$ cat src/rtl/pdc_regs.svh
// register map, field positions and command codes for the pll/dll bank
// Contract
// feedback multiplier field is thermometer 1..32
// reference divider field is thermometer 1..8
// host keeps phase detector at most 160 MHz
// phase trim signed 5-degree steps around 90
// clock invert bit inverts internal dll clock
// bias select levels; host never writes 100
// loop filter clear holds filter; fall restarts
// half output bit halves vco output clock
// vco bias range 000 lowest, 111 highest
// strobe rise copies offsets to working registers
// strobe bit never self-clears
// host clears strobe before new offsets
// chan a offset from 0x0c[4:0] and 0x0d
// source select code routes data-out pin
// four-wire status select overrides read data
// host writes zero to reserved fields
// mode bit chooses four or three wire; the bank ignores four_wire_select
// registers reset zero, read back, no fixups
`ifndef PDC_REGS_SVH
`define PDC_REGS_SVH
`define PDC_ADDR_DIV      4'h9
`define PDC_ADDR_DLL      4'ha
`define PDC_ADDR_VCO      4'hb
`define PDC_ADDR_OFS_HI   4'hc
`define PDC_ADDR_OFS_LO   4'hd
`define PDC_ADDR_SDO      4'he
`define PDC_ADDR_RSVD     4'hf
`define PDC_RST_VAL       8'h00
`define PDC_STROBE_BIT    5
`define PDC_OFS_HI_MSB    4
`define PDC_CLEAR_BIT     7
`define PDC_HALF_BIT      6
`define PDC_SDO_LSB       5
`define PDC_HI_RSVD       8'hc0
`define PDC_SDO_RSVD      8'h1f
// field positions inside the bank words
`define PDC_MULT_MSB      7
`define PDC_MULT_LSB      3
`define PDC_DIV_MSB       2
`define PDC_TRIM_MSB      7
`define PDC_TRIM_LSB      4
`define PDC_INV_BIT       3
`define PDC_BIAS_MSB      2
`define PDC_GAIN_MSB      5
`define PDC_GAIN_LSB      4
`define PDC_RANGE_MSB     3
`define PDC_SDO_MSB       7
`define PDC_SER_BIT       7
// field positions inside the controller's own words
`define PDC_CMD_RD_BIT    8
`define PDC_CMD_ADDR_MSB  3
`define PDC_MODE_BIT      0
`define PDC_MASK_MSB      1
// apb word offsets of the controller's own registers
`define PDC_APB_CMD       12'h000
`define PDC_APB_DATA      12'h004
`define PDC_APB_STAT      12'h008
`define PDC_APB_MASK      12'h00c
`define PDC_APB_MODE      12'h010
`define PDC_APB_RDAT      12'h014
`endif

$ cat src/rtl/pdc_pkg.sv
// types used by the configuration bank end of the link
package pdc_pkg;
	typedef enum logic [2:0] {
		PDC_SRC_NORMAL,
		PDC_SRC_PLL_LOCK,
		PDC_SRC_DLL_LOCK,
		PDC_SRC_PATTERN,
		PDC_SRC_FIFO,
		PDC_SRC_SELFTEST,
		PDC_SRC_NORM6,
		PDC_SRC_NORM7
	} pdc_src_t;
endpackage : pdc_pkg

$ cat src/rtl/pdc_link_if.sv
// register-port link between controller and configuration bank
`timescale 1ns/100ps
`default_nettype none
interface pdc_link_if;
	logic       wr_en;
	logic       rd_en;
	logic [3:0] addr;
	logic [7:0] wdata;
	logic [7:0] rdata;
	logic       sdo_out;
	logic       four_wire_select;
	modport dev (input wr_en, rd_en, addr, wdata, four_wire_select,
		output rdata, sdo_out);
	modport host (output wr_en, rd_en, addr, wdata, four_wire_select,
		input rdata, sdo_out);
endinterface : pdc_link_if
`default_nettype wire

$ cat src/rtl/pdc_bank.sv
// configuration bank for pll, dll, vco, offsets and data-out routing
//
// Chosen here: register access over APB.
`timescale 1ns/100ps
`default_nettype none
`include "pdc_regs.svh"
module pdc_bank (
	input  wire logic  clk,
	input  wire logic  sys_rst,
	pdc_link_if.dev    lnk,
	input  wire logic  pll_locked_flag,
	input  wire logic  dll_locked_flag,
	input  wire logic  pattern_fault,
	input  wire logic  fifo_fault,
	input  wire logic  selftest_fault,
	output logic [4:0] pll_feedback_mult,
	output logic [2:0] pll_ref_div,
	output logic [3:0] dll_phase_trim,
	output logic       dll_clock_invert,
	output logic [2:0] dll_bias_select,
	output logic       loop_filter_clear,
	output logic       pll_restart,
	output logic       vco_half_output,
	output logic [3:0] vco_bias_range,
	output logic [1:0] vco_gain,
	output logic [12:0] chan_a_work,
	output logic [12:0] chan_b_work,
	input  wire logic [12:0] chan_b_offset
);
	logic [7:0] div_ff, dll_ff, vco_ff, hi_ff, lo_ff, sdo_ff, rsv_ff;
	logic [7:0] rdata_ff;
	logic       sdo_ff_out;
	logic       strobe_q_ff;
	logic       clear_q_ff;
	logic       restart_ff;
	logic [12:0] wa_ff, wb_ff;
	logic [12:0] chan_a_offset;
	logic       status_bit;
	logic       status_sel;
	pdc_pkg::pdc_src_t src;
	logic       we_div, we_dll, we_vco, we_hi, we_lo, we_sdo, we_rsv;
	logic       strobe_rise;
	logic       clear_fall;

	// one write enable per bank word; low addresses match none
	assign we_div = lnk.wr_en && lnk.addr == `PDC_ADDR_DIV;
	assign we_dll = lnk.wr_en && lnk.addr == `PDC_ADDR_DLL;
	assign we_vco = lnk.wr_en && lnk.addr == `PDC_ADDR_VCO;
	assign we_hi  = lnk.wr_en && lnk.addr == `PDC_ADDR_OFS_HI;
	assign we_lo  = lnk.wr_en && lnk.addr == `PDC_ADDR_OFS_LO;
	assign we_sdo = lnk.wr_en && lnk.addr == `PDC_ADDR_SDO;
	assign we_rsv = lnk.wr_en && lnk.addr == `PDC_ADDR_RSVD;

	// pll divider word; invalid codes are kept, never corrected
	always_ff @(posedge clk) begin
		if (sys_rst)
			div_ff <= `PDC_RST_VAL;
		else if (we_div)
			div_ff <= lnk.wdata;
	end

	// dll delay word; trim, inversion and bias as written
	always_ff @(posedge clk) begin
		if (sys_rst)
			dll_ff <= `PDC_RST_VAL;
		else if (we_dll)
			dll_ff <= lnk.wdata;
	end

	// vco loop word; clear, halving, gain and range
	always_ff @(posedge clk) begin
		if (sys_rst)
			vco_ff <= `PDC_RST_VAL;
		else if (we_vco)
			vco_ff <= lnk.wdata;
	end

	// offset high bits and load strobe; strobe only cleared by host
	always_ff @(posedge clk) begin
		if (sys_rst)
			hi_ff <= `PDC_RST_VAL;
		else if (we_hi)
			hi_ff <= lnk.wdata;
	end

	// offset low byte, held until the next write to 0x0d
	always_ff @(posedge clk) begin
		if (sys_rst)
			lo_ff <= `PDC_RST_VAL;
		else if (we_lo)
			lo_ff <= lnk.wdata;
	end

	// data-out source word
	always_ff @(posedge clk) begin
		if (sys_rst)
			sdo_ff <= `PDC_RST_VAL;
		else if (we_sdo)
			sdo_ff <= lnk.wdata;
	end

	// reserved word; stored so a read shows what was sent
	always_ff @(posedge clk) begin
		if (sys_rst)
			rsv_ff <= `PDC_RST_VAL;
		else if (we_rsv)
			rsv_ff <= lnk.wdata;
	end

	// read back last written value; registers below 0x09 read zero
	always_ff @(posedge clk) begin
		if (sys_rst)
			rdata_ff <= `PDC_RST_VAL;
		else if (lnk.rd_en) begin
			unique case (lnk.addr)
				`PDC_ADDR_DIV:    rdata_ff <= div_ff;
				`PDC_ADDR_DLL:    rdata_ff <= dll_ff;
				`PDC_ADDR_VCO:    rdata_ff <= vco_ff;
				`PDC_ADDR_OFS_HI: rdata_ff <= hi_ff;
				`PDC_ADDR_OFS_LO: rdata_ff <= lo_ff;
				`PDC_ADDR_SDO:    rdata_ff <= sdo_ff;
				`PDC_ADDR_RSVD:   rdata_ff <= rsv_ff;
				default:          rdata_ff <= `PDC_RST_VAL;
			endcase
		end
	end

	assign chan_a_offset = {hi_ff[`PDC_OFS_HI_MSB:0], lo_ff};

	// strobe edge; a level would reload on every offset write
	assign strobe_rise = hi_ff[`PDC_STROBE_BIT] && !strobe_q_ff;

	// previous strobe level, for the rising edge only
	always_ff @(posedge clk) begin
		if (sys_rst)
			strobe_q_ff <= 1'b0;
		else
			strobe_q_ff <= hi_ff[`PDC_STROBE_BIT];
	end

	// double buffer: working offsets move only on a strobe rise
	always_ff @(posedge clk) begin
		if (sys_rst) begin
			wa_ff <= 13'h0000;
			wb_ff <= 13'h0000;
		end else if (strobe_rise) begin
			wa_ff <= chan_a_offset;
			wb_ff <= chan_b_offset;
		end
	end

	// falling clear; while high the loop filter stays grounded
	assign clear_fall = clear_q_ff && !vco_ff[`PDC_CLEAR_BIT];

	// previous clear level
	always_ff @(posedge clk) begin
		if (sys_rst)
			clear_q_ff <= 1'b0;
		else
			clear_q_ff <= vco_ff[`PDC_CLEAR_BIT];
	end

	// one-cycle restart pulse; a level would restart the loop twice
	always_ff @(posedge clk) begin
		if (sys_rst)
			restart_ff <= 1'b0;
		else
			restart_ff <= clear_fall;
	end

	// data-out routing; status select overrides read data in both serial modes
	always_comb begin
		src = pdc_pkg::pdc_src_t'(sdo_ff[`PDC_SDO_MSB:`PDC_SDO_LSB]);
		status_sel = 1'b1;
		unique case (src)
			pdc_pkg::PDC_SRC_PLL_LOCK: status_bit = pll_locked_flag;
			pdc_pkg::PDC_SRC_DLL_LOCK: status_bit = dll_locked_flag;
			pdc_pkg::PDC_SRC_PATTERN:  status_bit = pattern_fault;
			pdc_pkg::PDC_SRC_FIFO:     status_bit = fifo_fault;
			pdc_pkg::PDC_SRC_SELFTEST: status_bit = selftest_fault;
			default: begin
				status_bit = 1'b0;
				status_sel = 1'b0;
			end
		endcase
	end

	// serial read data is the msb of the read word in this model
	always_ff @(posedge clk) begin
		if (sys_rst)
			sdo_ff_out <= 1'b0;
		else if (status_sel)
			sdo_ff_out <= status_bit;
		else
			sdo_ff_out <= rdata_ff[`PDC_SER_BIT];
	end

	// link side: registered read word and data-out level
	assign lnk.rdata         = rdata_ff;
	assign lnk.sdo_out       = sdo_ff_out;

	// pll divider and dll fields, straight from the stored words
	assign pll_feedback_mult = div_ff[`PDC_MULT_MSB:`PDC_MULT_LSB];
	assign pll_ref_div       = div_ff[`PDC_DIV_MSB:0];
	assign dll_phase_trim    = dll_ff[`PDC_TRIM_MSB:`PDC_TRIM_LSB];
	assign dll_clock_invert  = dll_ff[`PDC_INV_BIT];
	assign dll_bias_select   = dll_ff[`PDC_BIAS_MSB:0];

	// vco loop fields; gain is passed on untouched
	assign loop_filter_clear = vco_ff[`PDC_CLEAR_BIT];
	assign pll_restart       = restart_ff;
	assign vco_half_output   = vco_ff[`PDC_HALF_BIT];
	assign vco_gain          = vco_ff[`PDC_GAIN_MSB:`PDC_GAIN_LSB];
	assign vco_bias_range    = vco_ff[`PDC_RANGE_MSB:0];

	// working offsets feed the offset datapaths
	assign chan_a_work       = wa_ff;
	assign chan_b_work       = wb_ff;
endmodule : pdc_bank
`default_nettype wire

$ cat src/flat_wrapper.sv
// flat-port wrapper written by rule: the top's interface ports become plain ports
module pdc_bank_flat 
  (clk, sys_rst, pll_locked_flag, dll_locked_flag, pattern_fault, fifo_fault, selftest_fault, pll_feedback_mult, pll_ref_div, dll_phase_trim, dll_clock_invert, dll_bias_select, loop_filter_clear, pll_restart, vco_half_output, vco_bias_range, vco_gain, chan_a_work, chan_b_work, chan_b_offset, lnk_wr_en, lnk_rd_en, lnk_addr, lnk_wdata, lnk_four_wire_select, lnk_rdata, lnk_sdo_out);
  pdc_link_if lnk_i ();
  input  wire logic clk;
  input  wire logic sys_rst;
  input  wire logic pll_locked_flag;
  input  wire logic dll_locked_flag;
  input  wire logic pattern_fault;
  input  wire logic fifo_fault;
  input  wire logic selftest_fault;
  output logic [4:0] pll_feedback_mult;
  output logic [2:0] pll_ref_div;
  output logic [3:0] dll_phase_trim;
  output logic dll_clock_invert;
  output logic [2:0] dll_bias_select;
  output logic loop_filter_clear;
  output logic pll_restart;
  output logic vco_half_output;
  output logic [3:0] vco_bias_range;
  output logic [1:0] vco_gain;
  output logic [12:0] chan_a_work;
  output logic [12:0] chan_b_work;
  input  wire logic [12:0] chan_b_offset;
  input wire logic [$bits(lnk_i.wr_en)-1:0] lnk_wr_en;
  input wire logic [$bits(lnk_i.rd_en)-1:0] lnk_rd_en;
  input wire logic [$bits(lnk_i.addr)-1:0] lnk_addr;
  input wire logic [$bits(lnk_i.wdata)-1:0] lnk_wdata;
  input wire logic [$bits(lnk_i.four_wire_select)-1:0] lnk_four_wire_select;
  output wire logic [$bits(lnk_i.rdata)-1:0] lnk_rdata;
  output wire logic [$bits(lnk_i.sdo_out)-1:0] lnk_sdo_out;
  assign lnk_i.wr_en = lnk_wr_en;
  assign lnk_i.rd_en = lnk_rd_en;
  assign lnk_i.addr = lnk_addr;
  assign lnk_i.wdata = lnk_wdata;
  assign lnk_i.four_wire_select = lnk_four_wire_select;
  assign lnk_rdata = lnk_i.rdata;
  assign lnk_sdo_out = lnk_i.sdo_out;
  pdc_bank u_core (.clk(clk), .sys_rst(sys_rst), .lnk(lnk_i), .pll_locked_flag(pll_locked_flag), .dll_locked_flag(dll_locked_flag), .pattern_fault(pattern_fault), .fifo_fault(fifo_fault), .selftest_fault(selftest_fault), .pll_feedback_mult(pll_feedback_mult), .pll_ref_div(pll_ref_div), .dll_phase_trim(dll_phase_trim), .dll_clock_invert(dll_clock_invert), .dll_bias_select(dll_bias_select), .loop_filter_clear(loop_filter_clear), .pll_restart(pll_restart), .vco_half_output(vco_half_output), .vco_bias_range(vco_bias_range), .vco_gain(vco_gain), .chan_a_work(chan_a_work), .chan_b_work(chan_b_work), .chan_b_offset(chan_b_offset));
endmodule
$ cat config.mk
export PLATFORM = sky130hd
export DESIGN_NAME = pdc_bank_flat
export DESIGN_NICKNAME = d
export VERILOG_FILES = /design/src/rtl/pdc_pkg.sv /design/src/rtl/pdc_link_if.sv /design/src/rtl/pdc_bank.sv /design/src/flat_wrapper.sv
export VERILOG_INCLUDE_DIRS = /design/src /design/src/rtl
export SDC_FILE = /design/constraint.sdc
export NUM_CORES = 1
export LEC_CHECK = 0
export ABC_CLOCK_PERIOD_IN_PS = 1700
export BUFFER_PORTS_ARGS = -buffer_cell sky130_fd_sc_hd__buf_2
export CORE_MARGIN = 5
export CORE_UTILIZATION = 53
export DETAILED_ROUTE_END_ITERATION = 10
export PLACE_DENSITY = 0.81
export SYNTH_ARGS = -nofsm -noshare
export SYNTH_HDL_FRONTEND = slang
export SYNTH_SLANG_ARGS = --single-unit
$ cat constraint.sdc
create_clock -name clk -period 1.7 [get_ports clk]
set_input_delay 0.17 -clock clk [delete_from_list [all_inputs] [get_ports clk]]
set_output_delay 0.17 -clock clk [all_outputs]
set_load 0.02 [all_outputs]
Yosys cells after proc, flatten, opt, wreduce, memory -nomap -nowiden
Cells that the tools add are included.

word-level totals
  register bits = 94
  output and inout port bits = 60
  logic and storage cells = 42

operators by class
  equality and inequality tests = 12
  muxes and demuxes = 4
  reductions and logical operators = 12

operator list
  operator                                                          number
  8-bit case mux with 7 select lines                                1
  4-bit == test (second input constant)                             7
  1-bit logical AND                                                 9
  3-bit by 2-bit == test with 1-bit output (second input constant)  2
  3-bit == test (second input constant)                             2
  1-bit case mux with 5 select lines                                1
  5-bit OR reduction                                                1
  3-bit by 1-bit == test with 1-bit output (second input constant)  1
  1-bit zero test                                                   2
  1-bit two-way mux                                                 2

Longest topological paths before layout
Gate-level depths: netlist of the first run.

  depth after elaboration = 4
  mapped depth = 6
  gate-level depth less buffers = 4

Worst setup path before layout of the first run
No wires, ideal clock.

  kind = input-to-reg
  start = input port lnk_addr[1]
  end = register u_core.div_ff[0]
  setup time = 0.128 ns
  data arrival time = 1.130 ns
  path slack = 0.443 ns
  stages on the path = 5
  path through = buf_4 -> buf_2 -> nor3_4 -> mux2i_1 -> nor2_1

on the way
  cells in the longest elaborated chain, start to end = 2

RTL lines
  item                         line                text
  start, declared              flat_wrapper.sv:27  input wire logic [$bits(lnk_i.addr)-1:0] lnk_addr;
  4-bit == test                -
  1-bit logical AND (no line)  -
  end signal, assigned         pdc_bank.sv:57      div_ff <= `PDC_RST_VAL;
  end signal, assigned         pdc_bank.sv:59      div_ff <= lnk.wdata;
  end, declared                pdc_bank.sv:30      logic [7:0] div_ff, dll_ff, vco_ff, hi_ff, lo_ff, sdo_ff, rsv_ff;

Every way passes these cells.
A chain may end at the register's enable or synchronous reset.

Worst setup path in the final report of the first run
  start = register u_core.div_ff[0]
  end = register u_core.rdata_ff[0] (netlist: u_core.lnk.rdata[0])

on the way
  cells in the longest elaborated chain, start to end = 1

RTL lines
  item                                line             text
  8-bit case mux with 7 select lines  pdc_bank.sv:115  unique case (lnk.addr)
  end signal, assigned                pdc_bank.sv:116  `PDC_ADDR_DIV: rdata_ff <= div_ff;
  end signal, assigned                pdc_bank.sv:117  `PDC_ADDR_DLL: rdata_ff <= dll_ff;
  end signal, assigned                pdc_bank.sv:118  `PDC_ADDR_VCO: rdata_ff <= vco_ff;
  end, declared                       pdc_bank.sv:31   logic [7:0] rdata_ff;

Every way passes these cells.

==> flow_summary.html, run 1 <==
<table>
<tr><th>Metric</th><th>Value</th></tr>
<tr><th colspan="2">Synth</th></tr>
<tr><td>Syn avg cell area</td><td>between 8 and 9 µm²</td></tr>
<tr><td>Number of cells produced by synthesis</td><td>443</td></tr>
<tr><td>Distinct cells, synth</td><td>37</td></tr>
<tr><td>Net count after synthesis</td><td>roughly 480</td></tr>
<tr><td>Cell types occupying the most area after synthesis</td><td>dfxtp_1 48%, mux2i_1 12%, a21oi_1 8.5%, nand2_1 7.4%, nor2_1 3.3%</td></tr>
<tr><td>Biggest area consumer among synthesized cells</td><td>dfxtp_1</td></tr>
<tr><td>Netlist area before placement</td><td>about 0.0039 mm²</td></tr>
<tr><td>Synth Warn #</td><td>0</td></tr>
<tr><td>Register bit total from synthesis</td><td>94</td></tr>
<tr><td>Top cell type's share of synthesized area</td><td>0.4779</td></tr>
<tr><td>Post-synthesis sequential area ratio</td><td>0.4779</td></tr>
<tr><th colspan="2">Critical path</th></tr>
<tr><td>Buffers and inverters on the worst path</td><td>0</td></tr>
<tr><td>Depth of the critical timing path with buffers and inverters included</td><td>3</td></tr>
<tr><td>Crit path capture type</td><td>register</td></tr>
<tr><td>Gate family responsible for the most delay along the worst path</td><td>multiplexers</td></tr>
<tr><td>Worst-path cell chain</td><td>mux4_2, o211ai_1, a211oi_1</td></tr>
<tr><td>Setup slack on the worst flop-to-flop path</td><td>approximately 0.42 ns</td></tr>
<tr><td>Worst Path Max Fanout</td><td>3</td></tr>
<tr><td>Slowest stage delay, CP</td><td>around 0.49 ns</td></tr>
<tr><td>Start-to-end type of the worst setup path</td><td>reg2reg</td></tr>
<tr><td>Endpoint required time on the critical path</td><td>1.93 ns</td></tr>
<tr><td>CP Data Arrival Time</td><td>1.52 ns</td></tr>
<tr><td>Worst reg2reg path endpoint</td><td>u_core.lnk.rdata[0]</td></tr>
<tr><td>Slowest library cell on the worst path</td><td>mux4_2</td></tr>
<tr><td>Startpoint types</td><td>register</td></tr>
<tr><td>Worst reg2reg path depth</td><td>3</td></tr>
<tr><td>R2R Path Start</td><td>u_core.div_ff[0]</td></tr>
<tr><th colspan="2">Layout</th></tr>
<tr><td>ANT cells</td><td>0</td></tr>
<tr><td>Area of the multi-input gates</td><td>0.001891 mm²</td></tr>
<tr><td>Net count reported at finish</td><td>about 570</td></tr>
<tr><td>Area growth from synthesis to layout</td><td>21.45%</td></tr>
<tr><td>Register cell area after layout</td><td>0.001882 mm²</td></tr>
<tr><td>Share of layout cells above drive strength 1</td><td>0.2601</td></tr>
<tr><td>Fill cell instance count of the final layout</td><td>643</td></tr>
<tr><th colspan="2">CTS</th></tr>
<tr><td>Reg clk slew, reported paths</td><td>0.09 ns</td></tr>
<tr><td>Clock sink count</td><td>94</td></tr>
<tr><td>Root Buffer</td><td>clkbuf_8</td></tr>
<tr><td>Number of buffers added to fix hold violations after cts</td><td>0</td></tr>
<tr><td>Latest clock arrival within the worst-skew pair</td><td>0.35 ns</td></tr>
<tr><td>Clock tree from TritonCTS</td><td>built</td></tr>
<tr><td>Post-CTS resize count</td><td>0</td></tr>
<tr><td>H-tree depth</td><td>3</td></tr>
<tr><td>Buffer count from post-CTS setup fixing</td><td>0</td></tr>
<tr><td>CTS Buf Count</td><td>9</td></tr>
<tr><td>Max Root-Sink Buffers</td><td>2</td></tr>
<tr><th colspan="2">Detailed routing</th></tr>
<tr><td>Routed WL per cell</td><td>between 15 and 20 µm</td></tr>
<tr><td>Number of design rule violations left after detail routing</td><td>0</td></tr>
<tr><td>Via count</td><td>3528</td></tr>
<tr><td>Total wirelength of the detailed-routed design</td><td>10270 µm</td></tr>
<tr><td>Number of search-and-repair iterations in the first detailed-routing pass</td><td>4</td></tr>
<tr><td>Count of nets left with antenna violations after detail routing</td><td>0</td></tr>
<tr><td>Iteration-0 DRC count of the detailed router</td><td>slightly below 200</td></tr>
<tr><td>Routed via count divided by cell count</td><td>between 5 and 6</td></tr>
<tr><th colspan="2">STA</th></tr>
<tr><td>Final critical delay including setup and external delays</td><td>1.285 ns</td></tr>
<tr><td>Setup TNS</td><td>0 ns</td></tr>
<tr><td>Skew final</td><td>0.009443 ns</td></tr>
<tr><td>Peak clock frequency supported by timing</td><td>778.3 MHz</td></tr>
<tr><td>Worst hold slack across all endpoints</td><td>0.04899 ns</td></tr>
<tr><td>Worst rel slew slack</td><td>0.6507</td></tr>
<tr><td>RSZ-0062 raised after global routing</td><td>no</td></tr>
<tr><td>Final Max Slew Viols</td><td>0</td></tr>
<tr><td>Crit share post-route</td><td>0.7558</td></tr>
<tr><td>Setup violators final</td><td>0</td></tr>
<tr><td>Least-Margin Pin Slew</td><td>0.5239 ns</td></tr>
<tr><td>Final hold violations</td><td>0</td></tr>
<tr><th colspan="2">Die</th></tr>
<tr><td>Total die area</td><td>slightly above 0.009 mm²</td></tr>
<tr><td>Num ports</td><td>95</td></tr>
<tr><td>Area of the core</td><td>0.007253 mm²</td></tr>
<tr><td>Die span in x</td><td>96.20 µm</td></tr>
<tr><td>Die height</td><td>96.20 µm</td></tr>
<tr><td># rows</td><td>31</td></tr>
<tr><td>Initial standard-cell utilization of the core</td><td>0.5429</td></tr>
<tr><th colspan="2">Power</th></tr>
<tr><td>Total power divided by cell area</td><td>850.9 mW/mm²</td></tr>
<tr><td>Net switching fraction of the power</td><td>0.2367</td></tr>
<tr><td>Internal Power</td><td>0.003106 W</td></tr>
<tr><td>Pleak</td><td>between 2 and 2.5 nW</td></tr>
<tr><td>Combinational fraction of design power</td><td>0.078</td></tr>
<tr><td>Sequential group share of total power</td><td>0.549</td></tr>
<tr><td>Worst IR drop on VDD</td><td>511.7 µV</td></tr>
<tr><td>Net switching power figure</td><td>0.0009631 W</td></tr>
<tr><td>Clock network power share</td><td>0.372</td></tr>
<tr><th colspan="2">Job</th></tr>
<tr><td>MaxCap Viol Count</td><td>0</td></tr>
<tr><th colspan="2">Global route</th></tr>
<tr><td>Final global-route overflow total</td><td>0</td></tr>
<tr><td>Global-route wire length before repair</td><td>16610 µm</td></tr>
<tr><td>Vias in the first global route</td><td>3348</td></tr>
<tr><td>Number of antenna violations at the first check in global routing</td><td>0</td></tr>
<tr><td>Total Routing Usage GR</td><td>0.2322</td></tr>
<tr><td>Pin count of the biggest net entering global routing</td><td>30</td></tr>
<tr><th colspan="2">Worst hold path</th></tr>
<tr><td>Hold path startpoint</td><td>chan_b_offset[12]</td></tr>
<tr><td>WHS Endpoint</td><td>u_core.chan_b_work[12]</td></tr>
<tr><td>Tightest Hold Check Type</td><td>in2reg</td></tr>
<tr><td>Cell depth of the worst min-delay path</td><td>3</td></tr>
<tr><th colspan="2">Placed design</th></tr>
<tr><td>Estimated wirelength of the detail-placed design</td><td>approximately 7400 µm</td></tr>
<tr><td>Count of port buffers added during placement</td><td>93</td></tr>
<tr><td>Final weighted congestion in routability-driven placement</td><td>0.8876</td></tr>
<tr><th colspan="2">Run status</th></tr>
<tr><td>Status</td><td>completed</td></tr>
</table>
[worst reg2reg max path, cell delays in order, from the launching register on]
cell and delay, ns:
dfxtp_1 0.36, mux4_2 0.49, o211ai_1 0.22, a211oi_1 0.11
[synth_stat cells (all sizes together)]
cell and count:
a211oi 8, a21oi 67, a221oi 1, a2bb2oi 6
a31oi 2, a41oi 2, and3b 7, and4b 1
buf 16, clkbuf 16, dfxtp 94, inv 2
mux2i 48, mux4 2, nand2 79, nand2b 3
nand3 11, nand3b 5, nand4 1, nor2 36
nor2b 5, nor3 1, nor3b 2, o211ai 1
o21ai 17, o22ai 7, o311a 1, or2 1
or3 1
[layout by cell type (no fill, tap or decap), types with 6 or more instances in the layout]
master / n
nand2_1: 78
buf_4: 19
and3b_1: 7
o21ai_0: 17
mux2i_1: 48
dfxtp_1: 94
o22ai_1: 7
nor2_1: 35
a21oi_1: 67
buf_2: 93
a211oi_1: 8
clkbuf_8: 11
nand3_1: 10
a2bb2oi_1: 6
[power by group through the flow]
stage	clock, W	combinational, W	sequential, W
6_report	0.00152	0.000318	0.00224
5_1_grt	0.00166	0.000343	0.00224
4_1_cts	0.00155	0.000315	0.00224
3_5_place_dp	0	0.000314	0.00229
3_3_place_gp	0	0.000306	0.00229
2_1_floorplan	0	0.000169	0.00230
[area by class of cell]
cell class	count	share of cell area
multi-input combinational	315	0.3953
sequential	94	0.3935
timing repair buffer	115	0.1397
clock buffer	12	0.03244
tap	99	0.02590
clock inverter	4	0.01151
inverter	2	0.001570
[cell families (layout without fill, tap and decap cells)]
logic type	after synthesis	in the layout	synth area share
DFF	94	94	0.4779
buffers and inverters	34	133	0.04258
muxes	50	50	0.1335
and+or+nand+nor	153	153	0.1853
AOI/OAI and AO/OA	112	112	0.1608
[state kept, by name (all words and copies together) (netlist names), 8 cells and up]
signal	cells
u_core.lo_ff	8
u_core.hi_ff	8
u_core.sdo_ff	8
u_core.chan_b_work	13
u_core.lnk.rdata	8
u_core.rsv_ff	8
u_core.chan_a_work	13
u_core.vco_ff	8
u_core.div_ff	8
u_core.dll_ff	8
[layer usage]
layer	vias to the layer above	GRT usage	routed length, µm
li1	1733	-	-
met1	1637	0.2999	4280
met2	140	0.3761	5033
met3	18	0.05160	734
met4	0	0.09123	218
met5	-	0	0
[stage by stage]
step	worst slack [ns]	instances	area, µm²	utilization	power [W]
2_1_floorplan	0.4425	443	3938	-	0.002465
3_3_place_gp	0.2092	625	4572	0.6303	0.002592
3_5_place_dp	0.1739	625	4572	0.6303	0.002601
4_1_cts	0.4310	641	4782	0.6593	0.004097
5_1_grt	0.3222	641	4782	0.6593	0.004239
6_report	0.4151	641	4782	0.6593	0.004069
[worst max-delay path by stage]
| stage | start | end |
|---|---|---|
| floorplan | lnk_addr[1] | u_core.div_ff[0] |
| global placement | lnk_addr[2] | u_core.lnk.rdata[4] |
| detailed placement | lnk_addr[2] | u_core.lnk.rdata[4] |
| CTS | u_core.div_ff[0] | u_core.lnk.rdata[0] |
| global route | u_core.hi_ff[5] | u_core.chan_a_work[0] |
| finish | u_core.div_ff[0] | u_core.lnk.rdata[0] |
Power figures use the tool's default switching activity.
==> run 2: changes to the inputs <==
ABC_AREA = 1   (was not set)
ABC_CLOCK_PERIOD_IN_PS = 1090   (was 1700)
CORE_UTILIZATION = 48   (was 53)
PLACE_DENSITY = 0.78   (was 0.81)
clock period = 1.09 ns   (was 1.7 ns; I/O delays follow)
==> run 2 against run 1 <==
Against the previous run: the flow now finishes with violations (setup timing); final cell count increased by 17%; clock-buffer cell count decreased by 2; via count increased by 13%; critical path depth increased by 3; synthesized area decreased by 3.2%; non-clock buffer count increased by 21; final area increased by 4.8%; sequential cell count unchanged; synthesized cell count increased by 19%; total power increased by 66%; sequential share of layout area decreased by 1.7 points; largest power group unchanged.
==> flow_summary.html, run 2 <==
<table>
<tr><th>Metric</th><th>Value</th></tr>
<tr><th colspan="2">Synth</th></tr>
<tr><td>Most instantiated cells after synthesis</td><td>94 x dfxtp_1, 83 x o21ai_0, 71 x a21oi_1, 71 x nor2_1, 64 x nand2_1 (was 94 x dfxtp_1, 78 x nand2_1, 67 x a21oi_1, 48 x mux2i_1, 35 x nor2_1)</td></tr>
<tr><td>Number of cells produced by synthesis</td><td>525 (was 443)</td></tr>
<tr><td>Register bit total from synthesis</td><td>94 (unchanged)</td></tr>
<tr><td>Top FF cell, synth</td><td>dfxtp_1 (unchanged)</td></tr>
<tr><td>Most used standard cell by instance count after synthesis</td><td>dfxtp_1 (unchanged)</td></tr>
<tr><td>Number of enable flip-flop cells after synthesis</td><td>0 (unchanged)</td></tr>
<tr><td>Fraction of synthesized cell area in xor and xnor cells</td><td>0 (unchanged)</td></tr>
<tr><td>Share of cell area taken by muxes after synthesis</td><td>0 (was 0.1335)</td></tr>
<tr><td>Distinct cells, synth</td><td>17 (was 37)</td></tr>
<tr><td>Netlist area before placement</td><td>0.003810 mm² (was 0.003938 mm²)</td></tr>
<tr><td>Largest family of logic cells by synthesized area</td><td>simple AND/OR/NAND/NOR gates (unchanged)</td></tr>
<tr><td>Cell types occupying the most area after synthesis</td><td>dfxtp_1 49%, o21ai_0 11%, a21oi_1 9.3%, nor2_1 7.0%, nand2_1 6.3% (was dfxtp_1 48%, mux2i_1 12%, a21oi_1 8.5%, nand2_1 7.4%, nor2_1 3.3%)</td></tr>
<tr><td>Top cell type's share of synthesized area</td><td>0.4939 (was 0.4779)</td></tr>
<tr><td>Fraction of the mapped netlist area in simple logic gates</td><td>0.2112 (was 0.1853)</td></tr>
<tr><td>Biggest area consumer among synthesized cells</td><td>dfxtp_1 (unchanged)</td></tr>
<tr><td>Post-Synth Adder-Cell Area</td><td>0 (unchanged)</td></tr>
<tr><td>Compound-gate portion of the synthesized area</td><td>0.2043 (was 0.1608)</td></tr>
<tr><td>Post-synthesis sequential area ratio</td><td>0.4939 (was 0.4779)</td></tr>
<tr><td>Net count after synthesis</td><td>560 (was 478)</td></tr>
<tr><td>Proportion of register bits with asynchronous set or reset after synthesis</td><td>0 (unchanged)</td></tr>
<tr><td>Syn avg cell area</td><td>7.257 µm² (was 8.888 µm²)</td></tr>
<tr><td>Synth Warn #</td><td>0 (unchanged)</td></tr>
<tr><th colspan="2">Detailed routing</th></tr>
<tr><td>Wl on met1</td><td>4748 µm (was 4280 µm)</td></tr>
<tr><td>Total wirelength of the detailed-routed design</td><td>11390 µm (was 10270 µm)</td></tr>
<tr><td>Count of nets left with antenna violations after detail routing</td><td>0 (unchanged)</td></tr>
<tr><td>Iteration-0 DRC count of the detailed router</td><td>302 (was 197)</td></tr>
<tr><td>Total length of routed met3 wires</td><td>888 µm (was 734 µm)</td></tr>
<tr><td>Detailed-routed wire length on met2</td><td>5384 µm (was 5033 µm)</td></tr>
<tr><td>Highest routed layer</td><td>met4 (unchanged)</td></tr>
<tr><td>Routed via count divided by cell count</td><td>5.285 (was 5.504)</td></tr>
<tr><td>Via count</td><td>3974 (was 3528)</td></tr>
<tr><td>Routed WL per cell</td><td>15.15 µm (was 16.02 µm)</td></tr>
<tr><td>Number of design rule violations left after detail routing</td><td>0 (unchanged)</td></tr>
<tr><td>Number of search-and-repair iterations in the first detailed-routing pass</td><td>4 (unchanged)</td></tr>
<tr><th colspan="2">CTS</th></tr>
<tr><td>Max Root-Sink Buffers</td><td>2 (unchanged)</td></tr>
<tr><td>H-tree depth</td><td>3 (unchanged)</td></tr>
<tr><td>Clock tree from TritonCTS</td><td>built (unchanged)</td></tr>
<tr><td>Latest clock arrival within the worst-skew pair</td><td>0.35 ns (about the same)</td></tr>
<tr><td>CTS Buf Count</td><td>9 (unchanged)</td></tr>
<tr><td>Root Buffer</td><td>clkbuf_8 (unchanged)</td></tr>
<tr><td>Clock sink count</td><td>94 (unchanged)</td></tr>
<tr><td>Reg clk slew, reported paths</td><td>0.09 ns (about the same)</td></tr>
<tr><th colspan="2">Worst hold path</th></tr>
<tr><td>WHS Endpoint</td><td>u_core.lnk.rdata[3] (was u_core.chan_b_work[12])</td></tr>
<tr><td>Tightest Hold Check Type</td><td>in2reg (unchanged)</td></tr>
<tr><td>Hold path startpoint</td><td>lnk_rd_en (was chan_b_offset[12])</td></tr>
<tr><td>Cell depth of the worst min-delay path</td><td>3 (unchanged)</td></tr>
<tr><th colspan="2">Die</th></tr>
<tr><td>Initial standard-cell utilization of the core</td><td>0.4930 (was 0.5429)</td></tr>
<tr><td>Num ports</td><td>95 (unchanged)</td></tr>
<tr><td>Die span in x</td><td>99.09 µm (was 96.20 µm)</td></tr>
<tr><td># rows</td><td>32 (was 31)</td></tr>
<tr><td>Die height</td><td>99.09 µm (was 96.20 µm)</td></tr>
<tr><td>Total die area</td><td>0.009819 mm² (was 0.009253 mm²)</td></tr>
<tr><td>Area of the core</td><td>0.007727 mm² (was 0.007253 mm²)</td></tr>
<tr><th colspan="2">Layout</th></tr>
<tr><td>ANT cells</td><td>0 (unchanged)</td></tr>
<tr><td>Net count reported at finish</td><td>680 (was 572)</td></tr>
<tr><td>Share of layout cells above drive strength 1</td><td>0.2492 (was 0.2601)</td></tr>
<tr><td>Most common cell after layout, fill and taps aside</td><td>buf_2 (was dfxtp_1)</td></tr>
<tr><td>Area growth from synthesis to layout</td><td>31.53% (was 21.45%)</td></tr>
<tr><td>Utilization of the core after routing</td><td>0.6485 (was 0.6593)</td></tr>
<tr><td>Leading cell types in the layout, fill and taps excluded</td><td>93 x buf_2, 91 x dfxtp_1, 74 x o21ai_0 (was 94 x dfxtp_1, 93 x buf_2, 78 x nand2_1)</td></tr>
<tr><td>Finished Cell Area</td><td>0.005011 mm² (was 0.004782 mm²)</td></tr>
<tr><th colspan="2">STA</th></tr>
<tr><td>Crit share post-route</td><td>1.037 (was 0.7558)</td></tr>
<tr><td>Final hold violations</td><td>0 (unchanged)</td></tr>
<tr><td>Final Worst Setup Slack</td><td>-0.04008 ns (was 0.4151 ns)</td></tr>
<tr><td>Final Max Slew Viols</td><td>0 (unchanged)</td></tr>
<tr><td>Final critical delay including setup and external delays</td><td>1.130 ns (was 1.285 ns)</td></tr>
<tr><td>Setup violators final</td><td>8 (was 0)</td></tr>
<tr><td>Least-Margin Pin Slew</td><td>0.2640 ns (was 0.5239 ns)</td></tr>
<tr><td>Skew final</td><td>0.006815 ns (was 0.009443 ns)</td></tr>
<tr><td>Worst hold slack across all endpoints</td><td>0.08845 ns (was 0.04899 ns)</td></tr>
<tr><td>Setup TNS</td><td>-0.1828 ns (was 0 ns)</td></tr>
<tr><td>RSZ-0062 raised after global routing</td><td>yes (was no)</td></tr>
<tr><td>Worst rel slew slack</td><td>0.8229 (was 0.6507)</td></tr>
<tr><td>Peak clock frequency supported by timing</td><td>884.9 MHz (was 778.3 MHz)</td></tr>
<tr><th colspan="2">Critical path</th></tr>
<tr><td>Buffers and inverters on the worst path</td><td>3 (was 0)</td></tr>
<tr><td>Endpoint required time on the critical path</td><td>1.35 ns (was 1.93 ns)</td></tr>
<tr><td>Worst reg2reg path depth</td><td>6 (was 3)</td></tr>
<tr><td>Worst-path cell chain</td><td>inv_2, nor2_4, buf_12, clkinvlp_4, nor2_2, nor2_1 (was mux4_2, o211ai_1, a211oi_1)</td></tr>
<tr><td>Slowest library cell on the worst path</td><td>dfxtp_2 (was mux4_2)</td></tr>
<tr><td>Start-to-end type of the worst setup path</td><td>reg2reg (unchanged)</td></tr>
<tr><td>R2R Path Start</td><td>u_core.hi_ff[5] (was u_core.div_ff[0])</td></tr>
<tr><td>Crit path capture type</td><td>register (unchanged)</td></tr>
<tr><td>Worst Path Max Fanout</td><td>7 (was 3)</td></tr>
<tr><td>CP Data Arrival Time</td><td>1.39 ns (was 1.52 ns)</td></tr>
<tr><td>Gate family responsible for the most delay along the worst path</td><td>buffers and inverters (was multiplexers)</td></tr>
<tr><td>Worst reg2reg path endpoint</td><td>u_core.chan_b_work[10] (was u_core.lnk.rdata[0])</td></tr>
<tr><td>Slowest stage delay, CP</td><td>0.35 ns (was 0.49 ns)</td></tr>
<tr><td>Setup slack on the worst flop-to-flop path</td><td>-0.04 ns (was 0.42 ns)</td></tr>
<tr><td>Startpoint types</td><td>register (unchanged)</td></tr>
<tr><th colspan="2">Placed design</th></tr>
<tr><td>Estimated wirelength of the detail-placed design</td><td>7851 µm (was 7440 µm)</td></tr>
<tr><td>Post-place instance area</td><td>0.004557 mm² (was 0.004572 mm²)</td></tr>
<tr><td>Final weighted congestion in routability-driven placement</td><td>0.9333 (was 0.8876)</td></tr>
<tr><td>Count of port buffers added during placement</td><td>93 (unchanged)</td></tr>
<tr><th colspan="2">Power</th></tr>
<tr><td>Total power divided by cell area</td><td>1348 mW/mm² (was 850.9 mW/mm²)</td></tr>
<tr><td>Pleak</td><td>2.253 nW (was 2.045 nW)</td></tr>
<tr><td>Worst IR drop on VDD</td><td>826.2 µV (was 511.7 µV)</td></tr>
<tr><th colspan="2">Global route</th></tr>
<tr><td>Pin count of the biggest net entering global routing</td><td>51 (was 30)</td></tr>
<tr><td>Global-route wire length before repair</td><td>18700 µm (was 16610 µm)</td></tr>
<tr><td>Total Routing Usage GR</td><td>0.2354 (was 0.2322)</td></tr>
<tr><td>Final global-route overflow total</td><td>0 (unchanged)</td></tr>
<tr><td>Vias in the first global route</td><td>3993 (was 3348)</td></tr>
<tr><td>Number of antenna violations at the first check in global routing</td><td>0 (unchanged)</td></tr>
<tr><th colspan="2">Run status</th></tr>
<tr><td>Status</td><td>finished, violations left (was completed)</td></tr>
<tr><td>Failing checks</td><td>setup timing</td></tr>
<tr><th colspan="2">Job</th></tr>
<tr><td>MaxCap Viol Count</td><td>0 (unchanged)</td></tr>
</table>
==> run 2: cell count changes after synthesis, sizes merged, moves of 4 or more <==
| cell | change |
|---|---|
| nor2b | -5 |
| nand2 | -12 |
| o21ai | +66 |
| nand3b | -4 |
| a2bb2oi | -6 |
| inv | +53 |
| mux2i | -48 |
| nor2 | +39 |
| nand3 | +36 |
| a211oi | -7 |
| a21oi | +4 |
| and3b | -7 |
| o22ai | -7 |
==> run 2: worst max path at each step <==
stage / start / endpoint / slack, ns / cells after the start
4_1_cts: u_core.hi_ff[5] / u_core.chan_b_work[11] / -0.04 / 6
6_report: u_core.hi_ff[5] / u_core.chan_b_work[10] / -0.04 / 6
3_5_place_dp: lnk_addr[1] / u_core.lnk.rdata[2] / -0.23 / 10
2_1_floorplan: u_core.hi_ff[5] / u_core.chan_a_work[10] / 0.007 / 5
5_1_grt: u_core.hi_ff[5] / u_core.chan_b_work[10] / -0.12 / 6
3_3_place_gp: lnk_addr[1] / u_core.lnk.rdata[2] / -0.18 / 10
==> run 2: final cells by class <==
| class | count | area (µm²) |
|---|---|---|
| fillers | 687 | 2716 |
| flip-flops and latches | 94 | 1886 |
| multi-input cells | 346 | 1614 |
| repair buffers | 136 | 937.1 |
| inverters | 57 | 217.7 |
| clock buffers | 10 | 137.6 |
| well taps | 102 | 127.6 |
| clock inverters | 6 | 83.83 |
| repair inverters | 1 | 7.507 |
==> run 2: logic make-up after synthesis <==
group / after synthesis
compound gates: 155
buf+inv: 85
flops: 94
simple gates: 191
==> run 2: power breakdown <==
part	leakage, nW	internal, W	switching, W
clock network	0.116	0.00135	0.00119
registers	0.762	0.00351	0.0000481
logic	1.37	0.000258	0.000403
total	2.25	0.00512	0.00164
==> run 2: tightest hold or removal path, stage by stage <==
cell	delay, ns
buf_2	0.16
nand2_1	0.08
a21oi_1	0.05
==> run 2: through the flow <==
step | instances | setup slack (ns) | power [W]
2_1_floorplan | 525 | 0.007345 | 0.003941
3_3_place_gp | 718 | -0.1780 | 0.004207
3_5_place_dp | 718 | -0.2279 | 0.004224
4_1_cts | 751 | -0.03636 | 0.006770
5_1_grt | 752 | -0.1177 | 0.007013
6_report | 752 | -0.04008 | 0.006754
==> run 2: routing by layer <==
metal  up-vias  GRT usage
li1       1948          -
met1      1832     0.2934
met2       165     0.3931
met3        29    0.04348
met4         0     0.1113
met5         -          0
==> run 2: timing repair <==
| action | CTS | global route |
|---|---|---|
| endpoints found under the hold margin | 13 | 0 |
| pin swaps | 7 | 5 |
| setup endpoints to repair | 20 | 29 |
| cloned | 2 | 0 |
| gates resized for setup | 9 | 17 |
| hold buffers | 13 | 0 |
| setup buffers | 2 | 1 |
==> run 3: changes to the inputs <==
MAX_ROUTING_LAYER = met4   (was not set)
==> run 3 against run 2 <==
Against the previous run: the flow still finishes with violations (setup timing); total power decreased by 4.7%; global-route usage increased by 0.15 points; register-to-register slack got worse by 0.07 ns; via count decreased by 0.18%; core utilization decreased by 0.21 points.
==> flow_summary.html, run 3 (synthesized netlist as in run 2, its figures left out) <==
<table>
<tr><th>Metric</th><th>Value</th></tr>
<tr><th colspan="2">Detailed routing</th></tr>
<tr><td>Count of nets left with antenna violations after detail routing</td><td>0 (unchanged)</td></tr>
<tr><td>Number of design rule violations left after detail routing</td><td>0 (unchanged)</td></tr>
<tr><td>Routed WL per cell</td><td>15.12 µm (was 15.15 µm)</td></tr>
<tr><td>Iteration-0 DRC count of the detailed router</td><td>274 (was 302)</td></tr>
<tr><td>Routed via count divided by cell count</td><td>5.261 (was 5.285)</td></tr>
<tr><td>Number of search-and-repair iterations in the first detailed-routing pass</td><td>6 (was 4)</td></tr>
<tr><td>Total wirelength of the detailed-routed design</td><td>11400 µm (was 11390 µm)</td></tr>
<tr><td>Via count</td><td>3967 (was 3974)</td></tr>
<tr><th colspan="2">CTS</th></tr>
<tr><td>Clock tree from TritonCTS</td><td>built (unchanged)</td></tr>
<tr><td>Latest clock arrival within the worst-skew pair</td><td>0.36 ns (was 0.35 ns)</td></tr>
<tr><td>Clock sink count</td><td>94 (unchanged)</td></tr>
<tr><td>H-tree depth</td><td>3 (unchanged)</td></tr>
<tr><td>Reg clk slew, reported paths</td><td>0.10 ns (was 0.09 ns)</td></tr>
<tr><td>Max Root-Sink Buffers</td><td>2 (unchanged)</td></tr>
<tr><td>CTS Buf Count</td><td>9 (unchanged)</td></tr>
<tr><td>Root Buffer</td><td>clkbuf_8 (unchanged)</td></tr>
<tr><th colspan="2">Placed design</th></tr>
<tr><td>Pre-CTS WS</td><td>-0.2180 ns (was -0.2279 ns)</td></tr>
<tr><td>Post-place instance area</td><td>0.004567 mm² (was 0.004557 mm²)</td></tr>
<tr><td>Final weighted congestion in routability-driven placement</td><td>0.9766 (was 0.9333)</td></tr>
<tr><td>Count of port buffers added during placement</td><td>93 (unchanged)</td></tr>
<tr><td>Estimated wirelength of the detail-placed design</td><td>7828 µm (was 7851 µm)</td></tr>
<tr><td>Number of cells after detailed placement</td><td>721 (was 718)</td></tr>
<tr><th colspan="2">Critical path</th></tr>
<tr><td>Worst Path Max Fanout</td><td>14 (was 7)</td></tr>
<tr><td>Gate family responsible for the most delay along the worst path</td><td>buffers and inverters (unchanged)</td></tr>
<tr><td>Endpoint required time on the critical path</td><td>1.34 ns (was 1.35 ns)</td></tr>
<tr><td>Slowest stage delay, CP</td><td>0.34 ns (was 0.35 ns)</td></tr>
<tr><td>Worst-path cell chain</td><td>inv_2, nor2_4, buf_12, buf_8, o21ai_0, nor2_1 (was inv_2, nor2_4, buf_12, clkinvlp_4, nor2_2, nor2_1)</td></tr>
<tr><td>Buffers and inverters on the worst path</td><td>3 (unchanged)</td></tr>
<tr><td>Crit path capture type</td><td>register (unchanged)</td></tr>
<tr><td>Slowest library cell on the worst path</td><td>dfxtp_2 (unchanged)</td></tr>
<tr><td>CP Data Arrival Time</td><td>1.44 ns (was 1.39 ns)</td></tr>
<tr><td>Start-to-end type of the worst setup path</td><td>reg2reg (unchanged)</td></tr>
<tr><td>Startpoint types</td><td>register (unchanged)</td></tr>
<tr><th colspan="2">STA</th></tr>
<tr><td>Final hold violations</td><td>0 (unchanged)</td></tr>
<tr><td>Worst rel slew slack</td><td>0.8107 (was 0.8229)</td></tr>
<tr><td>Setup violators final</td><td>15 (was 8)</td></tr>
<tr><td>Final Worst Setup Slack</td><td>-0.1052 ns (was -0.04008 ns)</td></tr>
<tr><td>Final Max Slew Viols</td><td>0 (unchanged)</td></tr>
<tr><td>Final critical delay including setup and external delays</td><td>1.195 ns (was 1.130 ns)</td></tr>
<tr><td>Least-Margin Pin Slew</td><td>0.2809 ns (was 0.2640 ns)</td></tr>
<tr><td>RSZ-0062 raised after global routing</td><td>yes (unchanged)</td></tr>
<tr><td>Peak clock frequency supported by timing</td><td>836.7 MHz (was 884.9 MHz)</td></tr>
<tr><td>Crit share post-route</td><td>1.097 (was 1.037)</td></tr>
<tr><td>Skew final</td><td>0.01008 ns (was 0.006815 ns)</td></tr>
<tr><th colspan="2">Layout</th></tr>
<tr><td>Utilization of the core after routing</td><td>0.6464 (was 0.6485)</td></tr>
<tr><td>Leading cell types in the layout, fill and taps excluded</td><td>92 x buf_2, 90 x dfxtp_1, 81 x o21ai_0 (was 93 x buf_2, 91 x dfxtp_1, 74 x o21ai_0)</td></tr>
<tr><td>Share of layout cells above drive strength 1</td><td>0.2515 (was 0.2492)</td></tr>
<tr><td>Finished Cell Area</td><td>0.004995 mm² (was 0.005011 mm²)</td></tr>
<tr><td>Area growth from synthesis to layout</td><td>31.10% (was 31.53%)</td></tr>
<tr><td>Fill cell instance count of the final layout</td><td>677 (was 687)</td></tr>
<tr><td>Most common cell after layout, fill and taps aside</td><td>buf_2 (unchanged)</td></tr>
<tr><td>Net count reported at finish</td><td>682 (was 680)</td></tr>
<tr><td>ANT cells</td><td>0 (unchanged)</td></tr>
<tr><td>Post-route insts no fill</td><td>754 (was 752)</td></tr>
<tr><th colspan="2">Die</th></tr>
<tr><td>Die height</td><td>99.09 µm (unchanged)</td></tr>
<tr><td>Die span in x</td><td>99.09 µm (unchanged)</td></tr>
<tr><td>Total die area</td><td>0.009819 mm² (unchanged)</td></tr>
<tr><td># rows</td><td>32 (unchanged)</td></tr>
<tr><td>Initial standard-cell utilization of the core</td><td>0.4930 (unchanged)</td></tr>
<tr><td>Num ports</td><td>95 (unchanged)</td></tr>
<tr><td>Area of the core</td><td>0.007727 mm² (unchanged)</td></tr>
<tr><th colspan="2">Power</th></tr>
<tr><td>Pleak</td><td>2.234 nW (was 2.253 nW)</td></tr>
<tr><td>Total power divided by cell area</td><td>1289 mW/mm² (was 1348 mW/mm²)</td></tr>
<tr><td>Worst IR drop on VDD</td><td>774.8 µV (was 826.2 µV)</td></tr>
<tr><th colspan="2">Global route</th></tr>
<tr><td>Total Routing Usage GR</td><td>0.2369 (was 0.2354)</td></tr>
<tr><td>Vias in the first global route</td><td>3783 (was 3993)</td></tr>
<tr><td>Number of antenna violations at the first check in global routing</td><td>0 (unchanged)</td></tr>
<tr><td>Global-route wire length before repair</td><td>18280 µm (was 18700 µm)</td></tr>
<tr><td>Final global-route overflow total</td><td>0 (unchanged)</td></tr>
<tr><td>Pin count of the biggest net entering global routing</td><td>51 (unchanged)</td></tr>
<tr><th colspan="2">Job</th></tr>
<tr><td>MaxCap Viol Count</td><td>0 (unchanged)</td></tr>
<tr><th colspan="2">Run status</th></tr>
<tr><td>Status</td><td>finished, violations left (unchanged)</td></tr>
<tr><td>Failing checks</td><td>setup timing (unchanged)</td></tr>
<tr><th colspan="2">Worst hold path</th></tr>
<tr><td>Tightest Hold Check Type</td><td>in2reg (unchanged)</td></tr>
</table>
-- run 3: metal layers --
metal	track usage	up-vias	routed length, µm
li1	-	1957	-
met1	0.2923	1831	4878
met2	0.3889	165	5556
met3	0.04558	14	783
met4	0.08193	0	184
met5	-	-	0
-- run 3: tightest hold or removal path, cell delays in order --
cell and delay, ns:
buf_2 0.16, nand2_1 0.08, a21oi_1 0.05
-- run 3: per-stage QoR --
step | power, W | setup TNS, ns | hold slack, ns
after global placement | 0.004204 | -5.700 | 0.3301
after detailed placement | 0.004222 | -8.613 | 0.3455
after floorplan | 0.003941 | 0 | 0.1781
final | 0.006438 | -0.9007 | 0.07048
after global routing | 0.006668 | -2.550 | 0.08002
after CTS | 0.006426 | -0.03057 | 0.06362
-- run 3: what timing repair did --
action                                  4_1_cts  5_1_grt
endpoints found under the hold margin        13        0
setup buffers                                 1        1
cloned                                        2        0
endpoints found under the setup margin       21       31
hold buffers                                 13        0
resized for setup                             8       16
pin swaps                                     1        2
-- run 3: worst paths after layout --
kind                            slack, ns                     to               from  depth (start not counted)
worst min-delay path                 0.07    u_core.lnk.rdata[7]          lnk_rd_en                          3
worst max-delay path                -0.11  u_core.chan_b_work[7]    u_core.hi_ff[5]                          6
worst max register to register      -0.11  u_core.chan_b_work[7]    u_core.hi_ff[5]                          6
worst min register to register       0.44     u_core.pll_restart  u_core.clear_q_ff                          2
-- run 3: layout make-up --
type                    instances  area, µm²  area share
clock buffers                   9      123.9     0.02480
clock inverters                 7      61.31     0.01227
inverters                      57      217.7     0.04359
multi-input cells             346       1620      0.3244
flip-flops and latches         94       1887      0.3778
well taps                     102      127.6     0.02555
repair buffers                138      949.7      0.1901
repair inverters                1      7.507    0.001503
-- run 3: power by group --
part / internal, W / switching, W
Combinational: 0.000257 / 0.000404
Clock: 0.000874 / 0.00135
Sequential: 0.00351 / 0.0000468
